`src/rtl/nsp_cfg.svh`:
```
`ifndef NSP_CFG_SVH
`define NSP_CFG_SVH
// base unit width, byte width, lane count and vector length
`define NSP_UNIT_W      12
`define NSP_BYTE_W      8
`define NSP_LANES       4
`define NSP_VEC_LEN     4
// framing modes
`define NSP_FRAME_NONE  2'h0
`define NSP_FRAME_UNIT  2'h1
`define NSP_FRAME_VEC   2'h2
`endif

```
`src/rtl/nsp_pkg.sv`:
```
package nsp_pkg;
   typedef enum logic [1:0] {
      NSP_FRAME_NONE_E = 2'h0,
      NSP_FRAME_UNIT_E = 2'h1,
      NSP_FRAME_VEC_E  = 2'h2
   } nsp_frame_e;
endpackage

```
`src/rtl/nsp_stream_if.sv`:
```
`timescale 1ns/10ps
interface nsp_stream_if #(
   parameter int DW = 64
) (
   input wire logic core_clk_i
);
   logic            tvalid;
   logic            tready;
   logic [DW-1:0]   tdata;
   logic [DW/8-1:0] tkeep;
   logic            tlast;

   modport master (output tvalid, output tdata, output tkeep, output tlast, input tready);
   modport slave  (input tvalid, input tdata, input tkeep, input tlast, output tready);
endinterface

```
`src/rtl/nsp_unit_ext.sv`:
```
`timescale 1ns/10ps
// widens one base unit to its byte-rounded field
module nsp_unit_ext #(
   parameter int N = 12,
   parameter int P = ((N + 7) / 8) * 8
) (
   input  wire logic [N-1:0] unit_i,
   input  wire logic         signed_i,
   output logic      [P-1:0] field_o
);
   logic pad_bit;
   assign pad_bit = signed_i & unit_i[N-1];
   assign field_o = {{(P-N){pad_bit}}, unit_i};
endmodule

```
`src/rtl/nsp_packer.sv`:
```
`timescale 1ns/10ps
`include "nsp_cfg.svh"
// Notes on behaviour
// valid always present, ready included
// null bytes only for packet remainder
// remainder marked by keep, no strobe
// no stream id or destination signals
// unit rounded up to whole bytes
// data width is multiple of eight
// receiver ignores padding bits
// unsigned padding driven as zeros
// signed padding copies the sign bit
// complex is real unit then imaginary
// one unit width per stream
// fill lanes first, then next beats
// sub-fields joined before byte padding; here each unit, real or imaginary, is padded to P bits on its own
// fixed or floating point both allowed
// unpacketized scalars keep last low
// unit-length vectors assert last always
// cleared keep only on last beat
// receiver reads keep only on last
// never a beat with all keep clear
// transfer on valid and ready; hold
// first unit in lowest lanes
module nsp_packer
   import nsp_pkg::*;
#(
   parameter int N       = `NSP_UNIT_W,
   parameter int LANES   = `NSP_LANES,
   parameter int VEC_LEN = `NSP_VEC_LEN,
   parameter int P       = ((N + 7) / 8) * 8,
   parameter int DW      = LANES * P
) (
   // clock and reset
   input  wire logic        core_clk_i,
   input  wire logic        rstn_i,
   // configuration
   input  wire logic        signed_i,
   input  wire logic        complex_i,
   input  wire nsp_frame_e  frame_i,
   // application side: one base unit per request
   input  wire logic [N-1:0] unit_i,
   input  wire logic        unit_valid_i,
   output logic             unit_ready_o,
   // stream master
   nsp_stream_if.master     m
);
   localparam int CW  = $clog2(LANES + 1);
   localparam int VW  = $clog2(2 * VEC_LEN + 1);
   localparam int BPU = P / 8;

   // =================================================
   // declarations
   // =================================================
   wire logic [DW-1:0]   data_w;
   wire logic [DW/8-1:0] keep_w;
   logic [P-1:0]         field;
   logic [CW-1:0]        fill_ff;
   logic [CW-1:0]        nxt_fill;
   logic [VW-1:0]        cnt_ff;
   logic [VW-1:0]        nxt_cnt;
   logic                 valid_ff;
   logic                 nxt_valid;
   logic                 ready_ff;
   logic                 last_ff;
   logic [DW/8-1:0]      keep_ff;
   logic                 take;
   logic                 beat_done;
   logic                 close_beat;
   logic                 framed;
   logic [VW-1:0]        units_in_pkt;
   logic                 pkt_end;
   logic                 beat_full;

   nsp_unit_ext #(.N(N), .P(P)) u_ext (
      .unit_i   (unit_i),
      .signed_i (signed_i),
      .field_o  (field)
   );

   // =================================================
   // handshake
   // =================================================
   // a unit is accepted only while no beat is waiting, so data never moves under valid
   assign take         = unit_valid_i & ready_ff;
   assign beat_done    = valid_ff & m.tready;
   assign framed       = (frame_i != NSP_FRAME_NONE_E);
   // complex values take two units, real part first
   assign units_in_pkt = (frame_i == NSP_FRAME_UNIT_E) ? (complex_i ? VW'(2) : VW'(1))
                       : (complex_i ? VW'(2 * VEC_LEN) : VW'(VEC_LEN));
   assign pkt_end      = framed && (cnt_ff + VW'(1) == units_in_pkt);
   assign beat_full    = (fill_ff + CW'(1) == CW'(LANES));
   assign close_beat   = take & (beat_full | pkt_end);

   // =================================================
   // lane and packet counters
   // =================================================
   always_comb begin
      nxt_fill = fill_ff;
      nxt_cnt  = cnt_ff;
      if (take) begin
         nxt_fill = close_beat ? '0 : fill_ff + CW'(1);
         // unframed streams never count, so a mode switch starts clean
         nxt_cnt  = (pkt_end || !framed) ? '0 : cnt_ff + VW'(1);
      end
   end

   always_ff @(posedge core_clk_i or negedge rstn_i) begin
      if (!rstn_i) begin
         fill_ff <= '0;
      end else begin
         fill_ff <= nxt_fill;
      end
   end

   always_ff @(posedge core_clk_i or negedge rstn_i) begin
      if (!rstn_i) begin
         cnt_ff <= '0;
      end else begin
         cnt_ff <= nxt_cnt;
      end
   end

   // =================================================
   // per-lane storage and keep
   // =================================================
   for (genvar g = 0; g < LANES; g++) begin : g_lane
      logic [P-1:0] lane_ff;
      // first unit lowest lanes, later ones higher
      always_ff @(posedge core_clk_i or negedge rstn_i) begin
         if (!rstn_i) begin
            lane_ff <= '0;
         end else if (take && (fill_ff == CW'(g))) begin
            lane_ff <= field;
         end
      end
      assign data_w[g*P +: P] = lane_ff;
      // stale upper lanes of a remainder beat are masked, never cleared
      assign keep_w[g*BPU +: BPU] = {BPU{(CW'(g) <= fill_ff)}};
   end

   // =================================================
   // beat output
   // =================================================
   always_comb begin
      nxt_valid = valid_ff;
      if (close_beat) begin
         nxt_valid = 1'b1;
      end else if (beat_done) begin
         nxt_valid = 1'b0;
      end
   end

   always_ff @(posedge core_clk_i or negedge rstn_i) begin
      if (!rstn_i) begin
         valid_ff <= 1'b0;
      end else begin
         valid_ff <= nxt_valid;
      end
   end

   // registered copy of not-valid, so the ready output comes from a flop
   always_ff @(posedge core_clk_i or negedge rstn_i) begin
      if (!rstn_i) begin
         ready_ff <= 1'b1;
      end else begin
         ready_ff <= ~nxt_valid;
      end
   end

   always_ff @(posedge core_clk_i or negedge rstn_i) begin
      if (!rstn_i) begin
         last_ff <= 1'b0;
         keep_ff <= '0;
      end else if (close_beat) begin
         last_ff <= pkt_end;
         // partial beats only at packet end, never empty
         keep_ff <= keep_w;
      end
   end

   // no strobe, id or destination: endpoint only
   assign unit_ready_o = ready_ff;
   assign m.tvalid     = valid_ff;
   assign m.tdata      = data_w;
   assign m.tkeep      = keep_ff;
   assign m.tlast      = last_ff;
endmodule

```
`src/flat_wrapper.sv`:
```
// flat-port wrapper written by rule: the top's interface ports become plain ports
module nsp_packer_flat import nsp_pkg::*;
#(
   parameter int N       = `NSP_UNIT_W,
   parameter int LANES   = `NSP_LANES,
   parameter int VEC_LEN = `NSP_VEC_LEN,
   parameter int P       = ((N + 7) / 8) * 8,          
   parameter int DW      = LANES * P                   
)
  (core_clk_i, rstn_i, signed_i, complex_i, frame_i, unit_i, unit_valid_i, unit_ready_o, m_tvalid, m_tdata, m_tkeep, m_tlast, m_tready);
  nsp_stream_if #(.DW(DW)) m_i (.core_clk_i(core_clk_i));
  input  wire logic core_clk_i;
  input  wire logic rstn_i;
  input  wire logic signed_i;
  input  wire logic complex_i;
  input  wire nsp_frame_e frame_i;
  input  wire logic [N-1:0] unit_i;
  input  wire logic unit_valid_i;
  output logic unit_ready_o;
  output wire logic [$bits(m_i.tvalid)-1:0] m_tvalid;
  output wire logic [$bits(m_i.tdata)-1:0] m_tdata;
  output wire logic [$bits(m_i.tkeep)-1:0] m_tkeep;
  output wire logic [$bits(m_i.tlast)-1:0] m_tlast;
  input wire logic [$bits(m_i.tready)-1:0] m_tready;
  assign m_tvalid = m_i.tvalid;
  assign m_tdata = m_i.tdata;
  assign m_tkeep = m_i.tkeep;
  assign m_tlast = m_i.tlast;
  assign m_i.tready = m_tready;
  nsp_packer #(.N(N), .LANES(LANES), .VEC_LEN(VEC_LEN), .P(P), .DW(DW)) u_core (.core_clk_i(core_clk_i), .rstn_i(rstn_i), .signed_i(signed_i), .complex_i(complex_i), .frame_i(frame_i), .unit_i(unit_i), .unit_valid_i(unit_valid_i), .unit_ready_o(unit_ready_o), .m(m_i));
endmodule
```
`config.mk`:
```
export PLATFORM = sky130hd
export DESIGN_NAME = nsp_packer_flat
export DESIGN_NICKNAME = d
export VERILOG_FILES = /design/src/rtl/nsp_pkg.sv /design/src/rtl/nsp_stream_if.sv /design/src/rtl/nsp_unit_ext.sv /design/src/rtl/nsp_packer.sv /design/src/flat_wrapper.sv
export VERILOG_INCLUDE_DIRS = /design/src /design/src/rtl
export SDC_FILE = /design/constraint.sdc
export NUM_CORES = 1
export LEC_CHECK = 0
export BUFFER_PORTS_ARGS = -buffer_cell sky130_fd_sc_hd__clkbuf_2
export CORE_MARGIN = 3
export CORE_UTILIZATION = 45
export DETAILED_ROUTE_END_ITERATION = 10
export HOLD_SLACK_MARGIN = 0.02
export PLACE_DENSITY = 0.73
export SETUP_SLACK_MARGIN = 0.3
export SLEW_MARGIN = 10
export SYNTH_ARGS = -nofsm -noshare
export SYNTH_HDL_FRONTEND = slang
export SYNTH_HIERARCHICAL = 1
export SYNTH_SLANG_ARGS = --single-unit
```
`constraint.sdc`:
```
create_clock -name core_clk_i -period 2.2 [get_ports core_clk_i]
set_input_delay 0.11 -clock core_clk_i [delete_from_list [all_inputs] [get_ports core_clk_i]]
set_output_delay 0.11 -clock core_clk_i [all_outputs]
set_load 0.01 [all_outputs]
```
# --- Yosys cells after proc, flatten, opt, wreduce, memory -nomap -nowiden ---
# Cells that the tools add are included.
totals:
  reg_bits: 69
  latch_bits: 0
  mem_bits_rw: 0
  rom_bits: 0
  inputBits: 20
  output_inout_bits: 75
  elab_cells: 44
  mem_count: 0
classes:
  add_sub_neg: 2
  mul: 0
  div: 0
  magnitude_cmp: 4
  n_eq_ne: 6
  shift: 0
  muxes: 7
  n_bitwise: 6
  reduce_logical: 9
op_table:
  columns: ["operator", "count"]
  rows:
  - ["4-bit two-way mux", 3]
  - ["3-bit by 2-bit == test with 1-bit output, second input constant", 2]
  - ["1-bit by 3-bit <= comparator with 1-bit output, first input constant", 2]
  - ["2-bit by 3-bit <= comparator with 1-bit output, first input constant", 2]
  - ["1-bit logical AND", 5]
  - ["4-bit by 1-bit adder with 4-bit output, second input constant", 1]
  - ["1-bit bitwise AND", 4]
  - ["4-bit == test", 1]
  - ["3-bit by 1-bit adder with 3-bit output, second input constant", 1]
  - ["3-bit by 1-bit == test with 1-bit output, second input constant", 1]
  - ["3-bit == test, second input constant", 1]
  - ["3-bit zero test", 1]
  - ["3-bit two-way mux", 1]
  - ["2-bit by 1-bit == test with 1-bit output, second input constant", 1]
  - ["1-bit two-way mux", 2]
  - ["2-bit two-way mux", 1]
  - ["2-bit nonzero test", 1]
  - ["1-bit zero test", 1]
  - ["1-bit logical OR", 1]
  - ["1-bit inverter", 1]
  - ["1-bit bitwise OR", 1]

# --- Longest topological paths before layout ---
logic_depth:
  depth_word: 8
  mapped_depth: 7
  depth_no_buf: 7

# --- Cells and area by module ---
# Netlist, hierarchy kept.
modules_own_cells:
  columns: ["module", "n_inst", "cells_per_inst", "area_per_inst_um2", "seq_area_each_um2"]
  rows:
  - ["nsp_packer", 1, 226, 3208.1, 1953.1]
  - ["nsp_unit_ext", 1, 17, 126.4, 0.0]

# --- Least setup slack after synthesis ---
# Ideal clock, no wire load.
synth_timing:
  kind: "register to register"
  start: "register u_core.cnt_ff[0]"
  end: "register u_core.keep_ff[3] (netlist: u_core/m.tkeep[3])"
  arrival_time_ns: 2.076
  required_time_ns: 2.075
  slack_ns: -0.001
  stages_incl_launch_ff: 8
  synth_period_minus_slack_ns: 2.201
  path_cell_list: "dfrtp_1 -> ha_1 -> xnor2_1 -> nand2_1 -> or3_1 -> a22o_2 -> a21oi_4 -> mux2_2"
synth_between:
  elab_chain_cells: 5
synth_lines:
  columns: ["element", "line", "source"]
  rows:
  - ["from (decl)", "nsp_packer.sv:60", "logic [VW-1:0] cnt_ff;"]
  - ["from (signal assigned)", "nsp_packer.sv:120", "cnt_ff <= nxt_cnt;"]
  - ["4-bit by 1-bit adder with 4-bit output", "nsp_packer.sv:91", "assign pkt_end = framed && (cnt_ff + VW'(1) == units_in_pkt);"]
  - ["4-bit == test", "nsp_packer.sv:91", null]
  - ["1-bit logical AND", "nsp_packer.sv:91", null]
  - ["1-bit bitwise OR", "nsp_packer.sv:93", "assign close_beat = take & (beat_full | pkt_end);"]
  - ["1-bit bitwise AND", "nsp_packer.sv:93", null]
  - ["to (signal assigned)", "nsp_packer.sv:178", "keep_ff <= keep_w;"]
  - ["to (decl)", "nsp_packer.sv:66", "logic [DW/8-1:0] keep_ff;"]
# Every way passes these cells.
# A chain may end at the register's enable or synchronous reset.

# --- Final worst setup path ---
layout_timing:
  start: "register u_core.cnt_ff[0]"
  end: "register u_core/m.tkeep[6] (netlist name)"
layout_between:
  elab_chain_cells: 5
layout_lines:
  columns: ["element", "line"]
  rows:
  - ["4-bit by 1-bit adder with 4-bit output", "nsp_packer.sv:91"]
  - ["4-bit == test", "nsp_packer.sv:91"]
  - ["1-bit logical AND", "nsp_packer.sv:91"]
  - ["1-bit bitwise OR", "nsp_packer.sv:93"]
  - ["1-bit bitwise AND", "nsp_packer.sv:93"]
# Every way passes these cells.

==> reports/metrics.csv <==
stage,metric,value,unit
outcome,run_status,finished clean,
timing,fin_setup_tns,0,ns
drt,drt.antenna.violating_nets,0,
setup_path,critical_path_class,flop to flop,
yosys,synth_area_leaders,"dfrtp_1, mux2_2, buf_4",
yosys,yosysWarnings,6,
drt,wl_per_cell,16.0,µm
layout,syn2layout_area_growth,26.4,%
clocking,path_clk_slew,0.08,ns
floorplan,chipHeight,92.1,µm
clocking,cts_tree,built,
yosys,synthesis.nets,268,
power_and_ir_drop,power_switching_share,0.355,
clocking,clk_latency,0.33,ns
yosys,synth-seq-area-share,0.586,
layout,final_util,0.604,
power_and_ir_drop,p_per_area,1530,nW/µm²
power_and_ir_drop,ir_drop,0.000833,V
layout,final_common_cell,clkbuf_2,
clocking,cts_buffers,9,
floorplan,die_w,92.1,µm
clocking,root_buffer,clkbuf_8,
layout,drive_above_1_share,0.609,
floorplan,io_pins,95,
setup_path,crit_required,2.42,ns
floorplan,rows,30,
power_and_ir_drop,p_int,4.16,mW
global_route,antenna_found_initial,0,
layout,fin_area,4210,µm²
floorplan,core_area,6980,µm²
timing,slew_violations,0,
layout,final_nets,364,
timing,hold_viol,0,
yosys,yosys.area.top_type,dfrtp_1,
drt,drc,0,
timing,fin_skew,0.00834,ns
yosys,syn-mean-instance-area,13.7,µm²
floorplan,initial_core_util,0.478,
hold_path,hp-class,input port to flop,
yosys,ys_ff_latch,78,
place,gp_congestion,0.867,
drt,drt_iter0_drc,75,
clocking,clock_sinks,78,
run,cap_violations,0,
power_and_ir_drop,pwr-share-seq,0.405,
place,place_area,3870,µm²
timing,holdWs,0.0478,ns
setup_path,critPathLaunchType,flop,
power_and_ir_drop,p_sw,2.29,mW
drt,dr.pass1.iters,4,
yosys,synth.distinct_cells,34,
power_and_ir_drop,p_leak,2.03,nW
yosys,syn_area,3330,µm²
power_and_ir_drop,p_comb_frac,0.436,
timing,finalCriticalPeriod,2.10,ns
setup_path,critical_path_arrival,2.32,ns
place,dp_hpwl,4.84,mm
timing,worst_pin_slew,0.948,ns
timing,min_period_over_period,0.954,
global_route,grt_max_degree,79,
setup_path,path_max_fanout,5,
timing,max_freq,0.477,GHz
global_route,overflow,0,
clocking,cts_htree_levels,3,
floorplan,die_area,8480,µm²
drt,route.vias.total,2191,
place,port-buffer-count,94,
setup_path,cp-end-kind,flop,
global_route,grt_usage,0.173,
power_and_ir_drop,clockPowerShare,0.158,
layout,insertedDiodeCount,0,
drt,drt_wl_total,7.03,mm
layout,layout_common_cells,"clkbuf_2, dfrtp_1, mux2_2",
yosys,syn_inst,243,
timing,setup_viol,0,
clocking,cts_max_path_buffers,2,
global_route,grt_pass1_vias,2249,
drt,viasPerCell,4.99,
timing,rsz0062_at_grt,true,
global_route,grt_pass1_wl,11.5,mm
timing,slew_headroom,0.368,
yosys,synth_top_area_share,0.578,
## worst paths after layout
path / start / end / slack, ns / cells past startpoint
worst max-delay path: u_core/cnt_ff[0] / u_core/m.tkeep[6] / 0.10 / 7
worst min-delay path: unit_i[8] / u_core/g_lane[3].lane_ff[8] / 0.05 / 2
worst max register to register: u_core/cnt_ff[0] / u_core/m.tkeep[6] / 0.10 / 7
worst min register to register: u_core/m.tvalid / u_core/unit_ready_o / 0.45 / 1
max in group asynchronous: rstn_i / u_core/cnt_ff[2] / 1.07 / 2
min in group asynchronous: rstn_i / u_core/g_lane[1].lane_ff[2] / 0.48 / 2
## metal layers
metal / GRT usage / vias up / routed length (µm)
met5: 0 / - / 0
met4: 0.0408 / 0 / 31
met3: 0.0632 / 4 / 462
met2: 0.274 / 65 / 3450
met1: 0.226 / 1103 / 3090
li1: - / 1019 / -
## cell usage after synthesis
cell / instances
nand2_1: 12
mux2_2: 67
clkbuf_1: 3
o21ai_0: 9
a21oi_1: 3
or3_1: 1
a21oi_4: 1
nand2_2: 1
a32o_1: 1
xnor2_1: 1
a21o_2: 1
xor2_1: 1
ha_1: 5
and3_2: 2
nor2b_1: 2
buf_2: 2
or4b_2: 1
a21o_1: 1
a22o_2: 1
and2_1: 2
nor3_1: 5
nor2_1: 2
nand4_1: 1
dfrtp_1: 77
nand3_1: 7
a2bb2oi_1: 1
nand3b_1: 1
inv_1: 6
nor4_2: 2
clkinv_1: 1
or2_2: 1
dfstp_2: 1
o31ai_1: 1
buf_4: 20
## per-stage QoR
stage	power, mW	std cells	setup slack (ns)
2_1_floorplan	4.16	243	0.122
3_3_place_gp	5.18	417	0.0878
3_5_place_dp	5.27	417	0.0546
4_1_cts	6.41	439	0.111
5_1_grt	6.89	439	0.0490
6_report	6.46	439	0.102
## flip-flops by register name (all words and copies together) (netlist names)
register and flops:
u_core/fill_ff 3, u_core/g_lane.lane_ff 64, u_core/m.tkeep 4, u_core/cnt_ff 4, u_core/m.tlast 1, u_core/unit_ready_o 1
u_core/m.tvalid 1
## critical path, stage by stage, from the launching register on
cell and delay, ns:
dfrtp_1 0.42, ha_4 0.20, xnor2_4 0.17, nand2_1 0.08, or3_4 0.33, a22o_4 0.25
a21oi_4 0.21, mux2_4 0.33
## cells by family after synthesis
group                      count (synthesis)  share of synthesized area
xor gates and xnor gates                   2                    0.00525
buffers and inverters                     32                     0.0593
muxes                                     67                      0.226
AOI/OAI and AO/OA                         19                     0.0387
DFF                                       78                      0.586
adders and majority gates                  5                     0.0188
and+or+nand+nor                           40                     0.0660
## power groups by stage
stage                     sequential (mW)  clock (mW)  combinational (mW)
after floorplan                      2.86           0                1.30
after global placement               2.57           0                2.61
after detailed placement             2.61           0                2.66
after CTS                            2.59        1.06                2.76
after global routing                 2.72        1.11                3.06
final                                2.62        1.02                2.82
## what timing repair did
| action | in CTS | in global routing |
|---|---|---|
| setup buffers | 5 | 0 |
| hold buffers | 2 | 0 |
| resized for setup | 6 | 11 |
| setup endpoints to repair | 4 | 39 |
| pin swaps | 4 | 1 |
| hold endpoints to repair | 78 | 0 |
## layout make-up
class | instances | area [µm²]
clock buffer | 11 | 141
clock inverter | 4 | 47.5
fill | 582 | 2770
inverter | 7 | 30.0
multi-input combinational | 133 | 1300
sequential | 78 | 1950
tap | 96 | 120
timing repair buffer | 110 | 618
Power figures use the tool's default switching activity.
